==> src/inc/pcs_defs.svh <==
/*
  constants for the counter array control/status register block.
  assumes a byte-wide special-function-register bus on the system clock.
*/
// How it works
// - set overflow flag, bit 7, when the shared counter rolls over from maximum
// - overflow flag requests an interrupt only while the overflow enable is set
// - overflow flag set by hardware or software write of 1; cleared only by software
// - counter advances on its count source only while run bit 6 is 1
// - only software clears the run bit; the count holds while stopped
// - module flag n, bit n for n 0..4, set on match or capture
// - module flags stay set until software writes 0; hardware never clears them
// - bit 5 is unimplemented; writes ignored, reads return 0
// - watchdog match of module 4 sets flag bit 4
// - module flag n requests interrupt only while its module enable bit is set
// - overflow and five module interrupts combine onto one request line
`ifndef PCS_DEFS_SVH
`define PCS_DEFS_SVH
`define PCS_CTRL_ADDR 8'hd8
`define PCS_OVF_BIT 7
`define PCS_RUN_BIT 6
`define PCS_RSV_BIT 5
`define PCS_NMOD 5
`define PCS_CTRL_RESET 8'h00
`define PCS_CNT_RESET 16'h0000
`define PCS_CNT_MAX 16'hffff
`define PCS_CNT_ONE 16'h0001
`define PCS_WDOG_MOD 4
`define PCS_FLAG_RESET 1'b0
`define PCS_IDLE_RDATA 8'h00
`define PCS_RSV_VALUE 1'b0
`endif

==> src/inc/pcs_pkg.sv <==
/*
  types for the counter array control/status block.
  assumes pcs_defs.svh sits on the include path.
*/
`include "pcs_defs.svh"
package pcs_pkg;
  typedef struct packed {
    logic wr;
    logic rd;
    logic [7:0] addr;
    logic [7:0] wdata;
  } pcs_sfr_req_t;
  typedef struct packed {
    logic overflow_irq_enable;
    logic [`PCS_NMOD-1:0] module_irq_enable;
  } pcs_irq_en_t;
endpackage

==> src/rtl/pcs_ctrl_status.sv <==
/*
  control/status register of the counter array: run bit, overflow flag,
  module event flags and the shared interrupt request.
  assumes module events and count ticks are one-cycle pulses on ref_clk.
*/
`timescale 1ns/1ps
`include "pcs_defs.svh"
module pcs_ctrl_status #(
  parameter int NMOD = `PCS_NMOD,
  parameter int CNT_WIDTH = 16
) (
  input wire logic ref_clk,
  input wire logic rst,
  input pcs_pkg::pcs_sfr_req_t sfr_req,
  output logic [7:0] sfr_rdata,
  input pcs_pkg::pcs_irq_en_t irq_en,
  input wire logic count_tick,
  input wire logic [NMOD-1:0] module_event,
  output logic [CNT_WIDTH-1:0] counter_value,
  output logic counter_rollover,
  output logic array_irq
);
  import pcs_pkg::*;

  logic counter_overflow_flag_q;
  logic counter_overflow_flag_d;
  logic counter_run_bit_q;
  logic counter_run_bit_d;
  logic [NMOD-1:0] module_event_flag_q;
  logic [NMOD-1:0] module_event_flag_d;
  logic [7:0] rdata_q;
  logic [7:0] rdata_d;
  logic irq_q;
  logic irq_d;
  logic rollover_q;
  logic [CNT_WIDTH-1:0] count_out_q;
  logic [CNT_WIDTH-1:0] count_w;
  logic rollover_w;
  logic sel;
  logic wr_hit;
  logic rd_hit;
  logic [7:0] reg_view;

  pcs_time_base #(
    .WIDTH(CNT_WIDTH)
  ) u_time_base (
    .ref_clk(ref_clk),
    .rst(rst),
    .run(counter_run_bit_q),
    .tick(count_tick),
    .count(count_w),
    .rollover(rollover_w)
  );

  // register decode
  assign sel = (sfr_req.addr == `PCS_CTRL_ADDR);
  assign wr_hit = sel & sfr_req.wr;
  assign rd_hit = sel & sfr_req.rd;

  // hardware set wins over a software clear in the same cycle
  assign counter_overflow_flag_d = rollover_w
    | (wr_hit ? sfr_req.wdata[`PCS_OVF_BIT] : counter_overflow_flag_q);
  // only software changes the run bit
  assign counter_run_bit_d = wr_hit ? sfr_req.wdata[`PCS_RUN_BIT]
    : counter_run_bit_q;

  genvar gi;
  generate
    for (gi = 0; gi < NMOD; gi++)
    begin : g_flag
      // module 4 also carries the watchdog match event here
      assign module_event_flag_d[gi] = module_event[gi]
        | (wr_hit ? sfr_req.wdata[gi] : module_event_flag_q[gi]);
    end
  endgenerate

  // bit 5 reads as zero and ignores writes
  assign reg_view = {counter_overflow_flag_q, counter_run_bit_q, `PCS_RSV_VALUE,
    module_event_flag_q};
  assign rdata_d = rd_hit ? reg_view : `PCS_IDLE_RDATA;

  // one shared request line for all sources
  assign irq_d = (counter_overflow_flag_d & irq_en.overflow_irq_enable)
    | (|(module_event_flag_d & irq_en.module_irq_enable));

  // sticky flags: a hardware event wins over a software clear
  always_ff @(posedge ref_clk or posedge rst)
  begin
    if (rst)
    begin
      counter_overflow_flag_q <= `PCS_FLAG_RESET;
      module_event_flag_q <= '0;
    end
    else
    begin
      counter_overflow_flag_q <= counter_overflow_flag_d;
      module_event_flag_q <= module_event_flag_d;
    end
  end

  // run bit: changed by software writes only
  always_ff @(posedge ref_clk or posedge rst)
  begin
    if (rst)
    begin
      counter_run_bit_q <= `PCS_FLAG_RESET;
    end
    else
    begin
      counter_run_bit_q <= counter_run_bit_d;
    end
  end

  // registered read data
  always_ff @(posedge ref_clk or posedge rst)
  begin
    if (rst)
    begin
      rdata_q <= `PCS_CTRL_RESET;
    end
    else
    begin
      rdata_q <= rdata_d;
    end
  end

  // registered shared request
  always_ff @(posedge ref_clk or posedge rst)
  begin
    if (rst)
    begin
      irq_q <= `PCS_FLAG_RESET;
    end
    else
    begin
      irq_q <= irq_d;
    end
  end

  // registered copies of the time base
  always_ff @(posedge ref_clk or posedge rst)
  begin
    if (rst)
    begin
      rollover_q <= `PCS_FLAG_RESET;
      count_out_q <= CNT_WIDTH'(`PCS_CNT_RESET);
    end
    else
    begin
      rollover_q <= rollover_w;
      count_out_q <= count_w;
    end
  end

  assign sfr_rdata = rdata_q;
  assign array_irq = irq_q;
  assign counter_rollover = rollover_q;
  assign counter_value = count_out_q;

  a_ovf_set: assert property (@(posedge ref_clk) disable iff (rst)
    rollover_w |=> counter_overflow_flag_q)
    else $error("overflow flag not set on rollover");
  a_ovf_keep: assert property (@(posedge ref_clk) disable iff (rst)
    counter_overflow_flag_q && !wr_hit |=> counter_overflow_flag_q)
    else $error("overflow flag cleared without a write");
  a_ovf_clear: assert property (@(posedge ref_clk) disable iff (rst)
    wr_hit && !sfr_req.wdata[`PCS_OVF_BIT] && !rollover_w |=> !counter_overflow_flag_q)
    else $error("overflow flag not cleared by a write");
  a_ovf_swset: assert property (@(posedge ref_clk) disable iff (rst)
    wr_hit && sfr_req.wdata[`PCS_OVF_BIT] |=> counter_overflow_flag_q)
    else $error("overflow flag not set by a write");
  a_run_keep: assert property (@(posedge ref_clk) disable iff (rst)
    !wr_hit |=> $stable(counter_run_bit_q))
    else $error("run bit changed without a write");
  a_run_write: assert property (@(posedge ref_clk) disable iff (rst)
    wr_hit |=> counter_run_bit_q == $past(sfr_req.wdata[`PCS_RUN_BIT]))
    else $error("run bit does not follow the write");
  a_run_gate: assert property (@(posedge ref_clk) disable iff (rst)
    $changed(count_w) |-> $past(counter_run_bit_q && count_tick))
    else $error("counter advanced while not running");
  a_roll_out: assert property (@(posedge ref_clk) disable iff (rst)
    rollover_w |=> counter_rollover)
    else $error("rollover pulse missing");
  a_roll_wrap: assert property (@(posedge ref_clk) disable iff (rst)
    counter_rollover |=> counter_value == CNT_WIDTH'(`PCS_CNT_RESET))
    else $error("counter not zero after rollover");
  a_mod_set: assert property (@(posedge ref_clk) disable iff (rst)
    module_event[`PCS_WDOG_MOD] |=> module_event_flag_q[`PCS_WDOG_MOD])
    else $error("module 4 flag not set on event");
  a_mod_keep: assert property (@(posedge ref_clk) disable iff (rst)
    !wr_hit |=> (module_event_flag_q & $past(module_event_flag_q))
      == $past(module_event_flag_q))
    else $error("module flag cleared without a write");
  a_irq_ovf: assert property (@(posedge ref_clk) disable iff (rst)
    counter_overflow_flag_q && irq_en.overflow_irq_enable ##0 $stable(irq_en)
      |-> array_irq)
    else $error("overflow request missing");
  a_irq_none: assert property (@(posedge ref_clk) disable iff (rst)
    $past(irq_en) == '0 |-> !array_irq)
    else $error("request raised with all enables off");
  a_irq_low: assert property (@(posedge ref_clk) disable iff (rst)
    !counter_overflow_flag_d && !(|module_event_flag_d) |=> !array_irq)
    else $error("request raised with no flag pending");
  a_rsv_zero: assert property (@(posedge ref_clk) disable iff (rst)
    sfr_rdata[`PCS_RSV_BIT] == `PCS_RSV_VALUE)
    else $error("reserved bit read as one");
  a_rd_idle: assert property (@(posedge ref_clk) disable iff (rst)
    !rd_hit |=> sfr_rdata == `PCS_IDLE_RDATA)
    else $error("read data not idle without a read");
  a_rd_run: assert property (@(posedge ref_clk) disable iff (rst)
    rd_hit |=> sfr_rdata[`PCS_RUN_BIT] == $past(counter_run_bit_q))
    else $error("run bit read back wrong");

  genvar gj;
  generate
    for (gj = 0; gj < NMOD; gj++)
    begin : g_flag_check
      a_flag_set: assert property (@(posedge ref_clk) disable iff (rst)
        module_event[gj] |=> module_event_flag_q[gj])
        else $error("module flag not set on event");
      a_flag_clear: assert property (@(posedge ref_clk) disable iff (rst)
        wr_hit && !sfr_req.wdata[gj] && !module_event[gj] |=> !module_event_flag_q[gj])
        else $error("module flag not cleared by a write");
      a_irq_module: assert property (@(posedge ref_clk) disable iff (rst)
        module_event_flag_q[gj] && irq_en.module_irq_enable[gj] ##0 $stable(irq_en)
          |-> array_irq)
        else $error("module request missing");
    end
  endgenerate
endmodule // pcs_ctrl_status

==> src/rtl/pcs_time_base.sv <==
/*
  shared 16-bit time base of the counter array.
  assumes the count source tick is synchronous to ref_clk.
*/
`timescale 1ns/1ps
`include "pcs_defs.svh"
module pcs_time_base #(
  parameter int WIDTH = 16
) (
  input wire logic ref_clk,
  input wire logic rst,
  input wire logic run,
  input wire logic tick,
  output logic [WIDTH-1:0] count,
  output logic rollover
);
  logic [WIDTH-1:0] count_q;
  logic [WIDTH-1:0] count_d;
  logic advance;
  // advance only while running, hold otherwise
  assign advance = run & tick;
  assign count_d = advance ? count_q + WIDTH'(`PCS_CNT_ONE) : count_q;
  assign rollover = advance & (count_q == WIDTH'(`PCS_CNT_MAX));
  assign count = count_q;
  always_ff @(posedge ref_clk or posedge rst)
  begin
    if (rst)
    begin
      count_q <= WIDTH'(`PCS_CNT_RESET);
    end
    else
    begin
      count_q <= count_d;
    end
  end
  a_hold_stop: assert property (@(posedge ref_clk) disable iff (rst)
    !$past(run) |-> count_q == $past(count_q))
    else $error("counter moved while stopped");
endmodule // pcs_time_base
==> config.mk <==
export PLATFORM = sky130hd
export DESIGN_NAME = pcs_ctrl_status
export DESIGN_NICKNAME = d
export VERILOG_FILES = /design/src/inc/pcs_pkg.sv /design/src/rtl/pcs_ctrl_status.sv /design/src/rtl/pcs_time_base.sv
export VERILOG_INCLUDE_DIRS = /design/src /design/src/inc
export SDC_FILE = /design/constraint.sdc
export NUM_CORES = 1
export LEC_CHECK = 0
export ABC_AREA = 1
export BUFFER_PORTS_ARGS = -buffer_cell sky130_fd_sc_hd__buf_4
export CORE_MARGIN = 3
export CORE_UTILIZATION = 50
export CTS_CLUSTER_SIZE = 14
export DETAILED_ROUTE_END_ITERATION = 12
export PLACE_DENSITY_LB_ADDON = 0.08
export SETUP_SLACK_MARGIN = 0.4
export SLEW_MARGIN = 20
export SYNTH_ARGS = -nofsm -noshare
export SYNTH_HDL_FRONTEND = slang
export SYNTH_SLANG_ARGS = --single-unit
==> constraint.sdc <==
create_clock -name ref_clk -period 1.8 [get_ports ref_clk]
set_clock_uncertainty 0.05 [all_clocks]
set_input_delay 0.09 -clock ref_clk [delete_from_list [all_inputs] [get_ports ref_clk]]
set_output_delay 0.09 -clock ref_clk [all_outputs]
set_load 0.02 [all_outputs]
# == Yosys cells after proc, flatten, opt, wreduce, memory -nomap -nowiden ==
# Index checks and enable logic that the tools add are counted.
# totals
register_bits,49
inputBits,32
out_inout_bits,26
wordCells,32
# classes
addsub,1
eq_ne,2
muxes,7
n_bitwise,13
n_reduce_logical,1
# ops
operator,n
adder 16 x 1 -> 16 bit (second input constant),1
== test 16 bit (second input constant),1
== test 8 bit (second input constant),1
two-way mux 8 bit,1
bitwise OR 1 bit,7
two-way mux 1 bit,6
AND 1 bit,5
AND 5 bit,1
OR reduction 5 bit,1

# == Logic depth before layout (Yosys ltp) ==
# Gate-level depths: netlist of the first run.
# logic_depth
ltp_word,7
depth_mapped,11
ltp_nobuf,11

# == By module ==
# Synthesis of the first run repeated with hierarchy kept, for this count alone.
# hier_totals
cells_unflattened,209
hier_area_um2,2004.4
# modules_own_cells
mod,n_inst,cells_per_inst,area_each_um2,seq_area_each_um2
pcs_ctrl_status,1,95,1118.6,800.8
pcs_time_base,1,114,885.8,400.4

# == Worst setup path after synthesis of the first run ==
# Ideal clock, no wire load.
# synth_path
kind,flip-flop to flip-flop
startpoint,register u_time_base.count_q[0] (netlist: u_time_base.count[0])
endpoint,register u_time_base.count_q[12] (netlist: u_time_base.count[12])
setup_ns,0.118
arrival_time_ns,1.237
required_time_ns,1.632
slack_ns,0.395
path_stages_with_launch,8
path_buffers,0
period_less_slack_ns,1.405
path_cell_list,dfrtp_1 > ha_1 > nand3_1 > nor2_4 > nand2_4 > nor3_4 > xor2_1 > inv_1
# synth_between
elab_chain_len,1
# synth_lines
item,line_no,rtl
start: declaration,pcs_time_base.sv:17,logic [WIDTH-1:0] count_q;
start signal: assignment,pcs_time_base.sv:29,count_q <= WIDTH'(`PCS_CNT_RESET);
start signal: assignment,pcs_time_base.sv:33,count_q <= count_d;
adder 16 x 1 -> 16 bit,pcs_time_base.sv:22,assign count_d = advance ? count_q + WIDTH'(`PCS_CNT_ONE) : count_q;
# Every way passes these cells.
# A chain may end at the register's enable or synchronous reset.

# == Final worst setup path of the first run ==
# layout_path
startpoint,register u_time_base.count_q[1] (netlist: u_time_base.count[1])
endpoint,register u_time_base.count_q[15] (netlist: u_time_base.count[15])
# The elaborated chain is that of the path after synthesis.

==> metrics.cfg, run 1 <==
[drt]
firstDrtPassIters=4
drt_iter0_drc=55
antenna_left=0
drc=0
wire_per_inst_um=12.06
vias_per_cell=4.669
finalWirelength_mm=3.678
via_count=1424

[sta]
whs_ns=0.01170
drv_slew=0
fin_crit_sh_pct=80.18
finalHoldViolations=0
tns_ns=0
rsz0062_at_grt=yes
fmax_mhz=692.9
finalSetupViolCount=0
setup_slack_ns=0.3567
fin_crit_ns=1.443

[worst_setup_path]
worstPathMaxFanout=3
critPathCaptureType=register
worstSetupStartpointType=register
worstPathArrival_ns=1.58
critPathRequiredTime_ns=1.93
criticalPathCategory=reg2reg

[clocking]
cts.sinks=48
cts_buffer_depth=2
cts_tree=yes
path_clk_slew_ns=0.08
cts_buffers=5
worstSkewPairLatency_ns=0.30
cts_root_buf=clkbuf_8
htree_levels=2

[status]
status=complete, no violations

[pwr]
vdd_drop_max_mv=0.4379
power_switching_mw=0.7433
seqPwrFrac_pct=49.9
p_per_area_mw_per_mm2=990.6
clock_power_share_pct=28.2
p_int_mw=1.923
switching_share_pct=27.88
p_leak_nw=1.498
combPwrFrac_pct=21.9

[final_layout]
drive_above_1_share_pct=39.00
fin_util_pct=76.44
antennaDiodeCount=0
multi_input_area_um2=648.1
fillerInstances=264
register_area_mm2=0.001205
area_delta_synth_final_pct=38.95
fin_nets=291

[floorplanning]
die-width_um=68.24
rows=21
core_mm2=0.003521
dieArea_mm2=0.004657
start_util_pct=55.01
chipHeight_um=68.24
io_pins=58

[global_routing]
grt_overflow_total=0
grt_max_degree=19
antenna_found_initial=0
track_usage_pct=17.49
grt_pass1_vias=1366
grt_pass1_wl_mm=5.975

[placed_design]
place.gp.congestion=0.7520
dp_hpwl_mm=2.671
pre_cts_ws_ns=0.2759
port-buffer-count=55

[synth]
ys_seq_area_share_pct=62.02
synth_nets=213
postSynthCellCount=180
synth_seq_cells=48
synthTopCellsByArea=dfrtp_1 (62%), nand2_1 (6.4%), inv_1 (5.0%)
synth_top_area_share_pct=62.02
synth_area_mm2=0.001937
synth.avg_cell_area_um2=10.76
synth_cell_types=22
ys_warn_count=0
synth_top_cell_by_area=dfrtp_1

[worst_hold_path]
min_path_type=in2reg

[job]
drv_cap=0

layout make-up:
type,count,share of cell area [%]
repair buffers,72,20.73
inverters,29,4.138
clock inverters,3,1.581
well taps,46,2.139
flip-flops and latches,48,44.77
multi-input cells,102,24.08
clock buffers,5,2.557
sequential cells by signal, indices dropped and copies added, names as in the netlist:
name and cells:
counter_value 16, counter_run_bit_q 1, counter_rollover 1, module_event_flag_q 5
sfr_rdata 7, array_irq 1, u_time_base.count 16, counter_overflow_flag_q 1
stage by stage:
step / area [µm²] / instances / power [mW]
final: 2691 / 305 / 2.666
after global routing: 2691 / 305 / 2.793
after CTS: 2649 / 303 / 2.661
after detailed placement: 2415 / 282 / 1.810
after global placement: 2415 / 282 / 1.792
after floorplan: 1937 / 180 / 1.596
path summary, 6_finish.rpt:
check	from	end	slack, ns	cells after the start
worst max register to register	u_time_base.count[1]	u_time_base.count[15]	0.36	7
worst max-delay path	u_time_base.count[1]	u_time_base.count[15]	0.36	7
worst min register to register	u_time_base.count[15]	counter_value[15]	0.35	0
max in group asynchronous	rst	u_time_base.count[8]	0.92	4
min in group asynchronous	rst	counter_value[15]	0.23	3
worst min-delay path	sfr_req[4]	module_event_flag_q[4]	0.01	3
worst max-delay path, stage by stage (launching register included):
cell and delay (ns):
dfrtp_1 0.36, buf_4 0.12, nand3_2 0.09, nor2_4 0.16
nand2_4 0.09, nor3_4 0.17, nand4_1 0.13, xor2_1 0.16
cells in the mapped netlist, drive strengths merged:
cell type	n
o21ai	1
inv	29
conb	1
nand3b	5
nor2	23
ha	1
nor3	2
xor2	7
nand2	40
nand4	5
nand3	10
a21oi	1
buf	1
xnor2	6
dfrtp	48
kinds of logic (layout without fill, tap and decap cells):
logic type / Yosys count / count (layout) / share of synthesized area [%]
other: 1 / 1 / 0.1936
adders and majority gates: 1 / 1 / 0.6459
buffers and inverters: 30 / 109 / 6.008
and+or+nand+nor: 85 / 85 / 24.74
AOI/OAI and AO/OA: 2 / 2 / 0.5163
xor gates and xnor gates: 13 / 13 / 5.879
DFF: 48 / 48 / 62.02
per-layer routing:
layer	global-route usage, %	vias to the layer above	share of wire, %
met5	0	-	0
met3	4.926	6	6.1
met1	20.43	675	41
met2	31.05	46	52
li1	-	697	-
met4	5.211	0	1.2
power by group through the flow:
| stage | combinational [mW] | clock, mW | sequential (mW) |
|---|---|---|---|
| 5_1_grt | 0.639 | 0.811 | 1.34 |
| 3_3_place_gp | 0.445 | 0 | 1.35 |
| 6_report | 0.585 | 0.752 | 1.33 |
| 3_5_place_dp | 0.452 | 0 | 1.36 |
| 4_1_cts | 0.572 | 0.766 | 1.32 |
| 2_1_floorplan | 0.166 | 0 | 1.43 |
cell usage in the layout, fill, tap and decap left out, types with 2 or more instances in the layout:
master	netlist	final
dfrtp_2	0	3
dfrtp_1	48	45
nand4_1	5	5
nand2_1	33	32
inv_2	3	3
nand2_2	5	5
nor2_4	4	4
nor3_4	1	2
nand2_4	2	3
buf_4	1	65
nand3_2	3	3
nand3_4	2	3
nor2_1	19	19
inv_1	26	25
clkbuf_8	0	5
xnor2_1	6	6
xor2_1	7	7
nand3_1	5	4
nand3b_1	5	5
dlygate4sd3_1	0	7
repair_timing:
| item | CTS | global route |
|---|---|---|
| hold buffers | 7 | 0 |
| setup endpoints to repair | 4 | 8 |
| buffers inserted | 6 | 2 |
| pin swaps | 1 | 3 |
| gates resized for setup | 2 | 8 |
| endpoints found under the hold margin | 19 | 0 |
| gates cloned | 0 | 0 |
Note: power is estimated with default switching activity, not from simulation.
==> run 2: changes to the inputs <==
--- a/config.mk
+++ b/config.mk
@@ -9,7 +9,7 @@
 export ABC_AREA = 1
 export BUFFER_PORTS_ARGS = -buffer_cell sky130_fd_sc_hd__buf_4
 export CORE_MARGIN = 3
-export CORE_UTILIZATION = 50
+export CORE_UTILIZATION = 45
 export CTS_CLUSTER_SIZE = 14
 export DETAILED_ROUTE_END_ITERATION = 12
 export PLACE_DENSITY_LB_ADDON = 0.08
==> constraint.sdc (replaced) <==
create_clock -name ref_clk -period 1.2 [get_ports ref_clk]
set_clock_uncertainty 0.05 [all_clocks]
set_input_delay 0.06 -clock ref_clk [delete_from_list [all_inputs] [get_ports ref_clk]]
set_output_delay 0.06 -clock ref_clk [all_outputs]
set_load 0.02 [all_outputs]
==> metrics.cfg, run 2 (synthesis gave the netlist of run 1 again) <==
[worst_setup_path]
criticalPathCategory=reg2reg  ; unchanged
critPathRequiredTime_ns=1.33  ; was 1.93 ns
critPathCaptureType=register  ; unchanged
worstSetupStartpointType=register  ; unchanged
worstPathArrival_ns=1.56  ; was 1.58 ns
worstPathMaxFanout=3  ; unchanged

[floorplanning]
rows=23  ; was 21
chipHeight_um=71.61  ; was 68.24 µm
io_pins=58  ; unchanged
dieArea_mm2=0.005127  ; was 0.004657 mm²
start_util_pct=47.40  ; was 55.01%
core_mm2=0.004086  ; was 0.003521 mm²
die-width_um=71.61  ; was 68.24 µm

[clocking]
cts.sinks=48  ; unchanged
cts_tree=yes  ; unchanged
htree_levels=2  ; unchanged
cts_buffer_depth=2  ; unchanged
cts_buffers=5  ; unchanged
cts_root_buf=clkbuf_8  ; unchanged
worstSkewPairLatency_ns=0.29  ; was 0.30 ns
path_clk_slew_ns=0.08  ; about the same
hold_buffers=2  ; was 7

[sta]
fmax_mhz=698.3  ; was 692.9 MHz
fin_crit_ns=1.432  ; was 1.443 ns
finalSetupViolCount=13  ; was 0
drv_slew=0  ; unchanged
finalHoldViolations=21  ; was 0
whs_ns=-0.2758  ; was 0.01170 ns
setup_slack_ns=-0.2321  ; was 0.3567 ns
fin_crit_sh_pct=119.3  ; was 80.18%
rsz0062_at_grt=yes  ; unchanged

[drt]
drt_iter0_drc=59  ; was 55
wire_per_inst_um=12.73  ; was 12.06 µm
antenna_left=0  ; unchanged
via_count=1542  ; was 1,424
finalWirelength_mm=4.213  ; was 3.678 mm
drc=0  ; unchanged
vias_per_cell=4.659  ; was 4.669
firstDrtPassIters=4  ; unchanged

[pwr]
p_per_area_mw_per_mm2=1448  ; was 990.6 mW/mm²
p_leak_nw=1.680  ; was 1.498 nW
vdd_drop_max_mv=0.8691  ; was 0.4379 mV

[worst_hold_path]
min_path_type=in2async  ; was in2reg

[global_routing]
antenna_found_initial=0  ; unchanged
grt_overflow_total=0  ; unchanged
track_usage_pct=16.91  ; was 17.49%
grt_max_degree=19  ; unchanged
grt_pass1_wl_mm=6.831  ; was 5.975 mm
grt_pass1_vias=1599  ; was 1,366

[final_layout]
area_delta_synth_final_pct=59.82  ; was 38.95%
final_common_cell=buf_4  ; unchanged
final_cell_mix=buf_4 (55), dfrtp_1 (45), buf_6 (35), nand2_1 (31), inv_1 (24)  ; was buf_4 (65), dfrtp_1 (45), nand2_1 (32), inv_1 (25), nor2_1 (19)
antennaDiodeCount=0  ; unchanged
fin_nets=313  ; was 291
fin_util_pct=75.75  ; was 76.44%
drive_above_1_share_pct=49.47  ; was 39.00%

[placed_design]
place.gp.congestion=0.8251  ; was 0.7520
dp_hpwl_mm=3.089  ; was 2.671 mm
pre_cts_ws_ns=-0.2421  ; was 0.2759 ns
port-buffer-count=55  ; unchanged

[status]
violations=hold timing, setup timing
status=finished, violations left  ; was complete, no violations

[job]
drv_cap=0  ; unchanged

## run 2: changes by cell type in the layout (fill, tap and decap cells not counted), moves of 3 or more
cell           change
buf_4             -10
buf_6             +35
dlygate4sd3_1      -5
nor2_1             -4
nor2_4             +3
xnor2_1            -4
xnor2_2            +4
## run 2: area by class of cell
type	count	area [µm²]
Sequential cell	48	1205
Fill cell	251	991.0
Inverter	29	117.6
Tap cell	50	62.56
Timing Repair Buffer	94	867.1
Multi-Input combinational cell	102	753.2
Clock buffer	8	90.09
## run 2: report_power, final
part	internal, mW	switching (mW)
Sequential	1.84	0.223
Combinational	0.837	0.622
Clock	0.470	0.489
Total	3.15	1.33
## run 2: metrics by stage
stage          power (mW)  hold WS [ns]  cells  TNS, ns  instance area (µm²)
3_3_place_gp        2.937       0.04312    312   -1.005                 2651
3_5_place_dp        2.990       0.04776    312   -1.666                 2651
2_1_floorplan       2.411       0.03965    180  -0.5848                 1948
4_1_cts             4.182       -0.2712    327   -1.905                 2950
5_1_grt             4.696       -0.2567    331   -3.271                 3095
6_report            4.481       -0.2758    331   -2.093                 3095
## run 2: what timing repair did
item,in CTS,in global routing
endpoints found under the hold margin,23,21
pin swaps,5,11
endpoints found under the setup margin,45,47
gates resized for setup,38,26
buffers inserted,5,4
## run 2: critical path: stages (launching register included)
cell and delay, ns:
dfrtp_2 0.42, ha_4 0.17, nand3_4 0.10, buf_4 0.15, buf_6 0.11, nor2_4 0.09, nand3_2 0.09, xnor2_2 0.14
## run 2: path summary, 6_finish.rpt
check / to / depth (start not counted) / slack (ns) / start
setup / recovery: u_time_base.count[6] / 7 / -0.23 / u_time_base.count[1]
hold / removal: u_time_base.count[8] / 2 / -0.28 / rst
setup reg to reg: u_time_base.count[6] / 7 / -0.23 / u_time_base.count[1]
hold reg to reg: counter_value[15] / 0 / 0.34 / u_time_base.count[15]
max in group asynchronous: counter_value[7] / 3 / 0.97 / rst
min in group ref_clk: module_event_flag_q[4] / 2 / -0.07 / module_event[4]
## run 2: per-layer routing
layer | vias up | share of wire [%] | GRT usage, %
met5 | - | 0 | 0
met4 | 0 | 1.2 | 6.054
met3 | 6 | 4.6 | 3.086
met2 | 45 | 55 | 31.02
met1 | 745 | 39 | 19.59
li1 | 746 | - | -
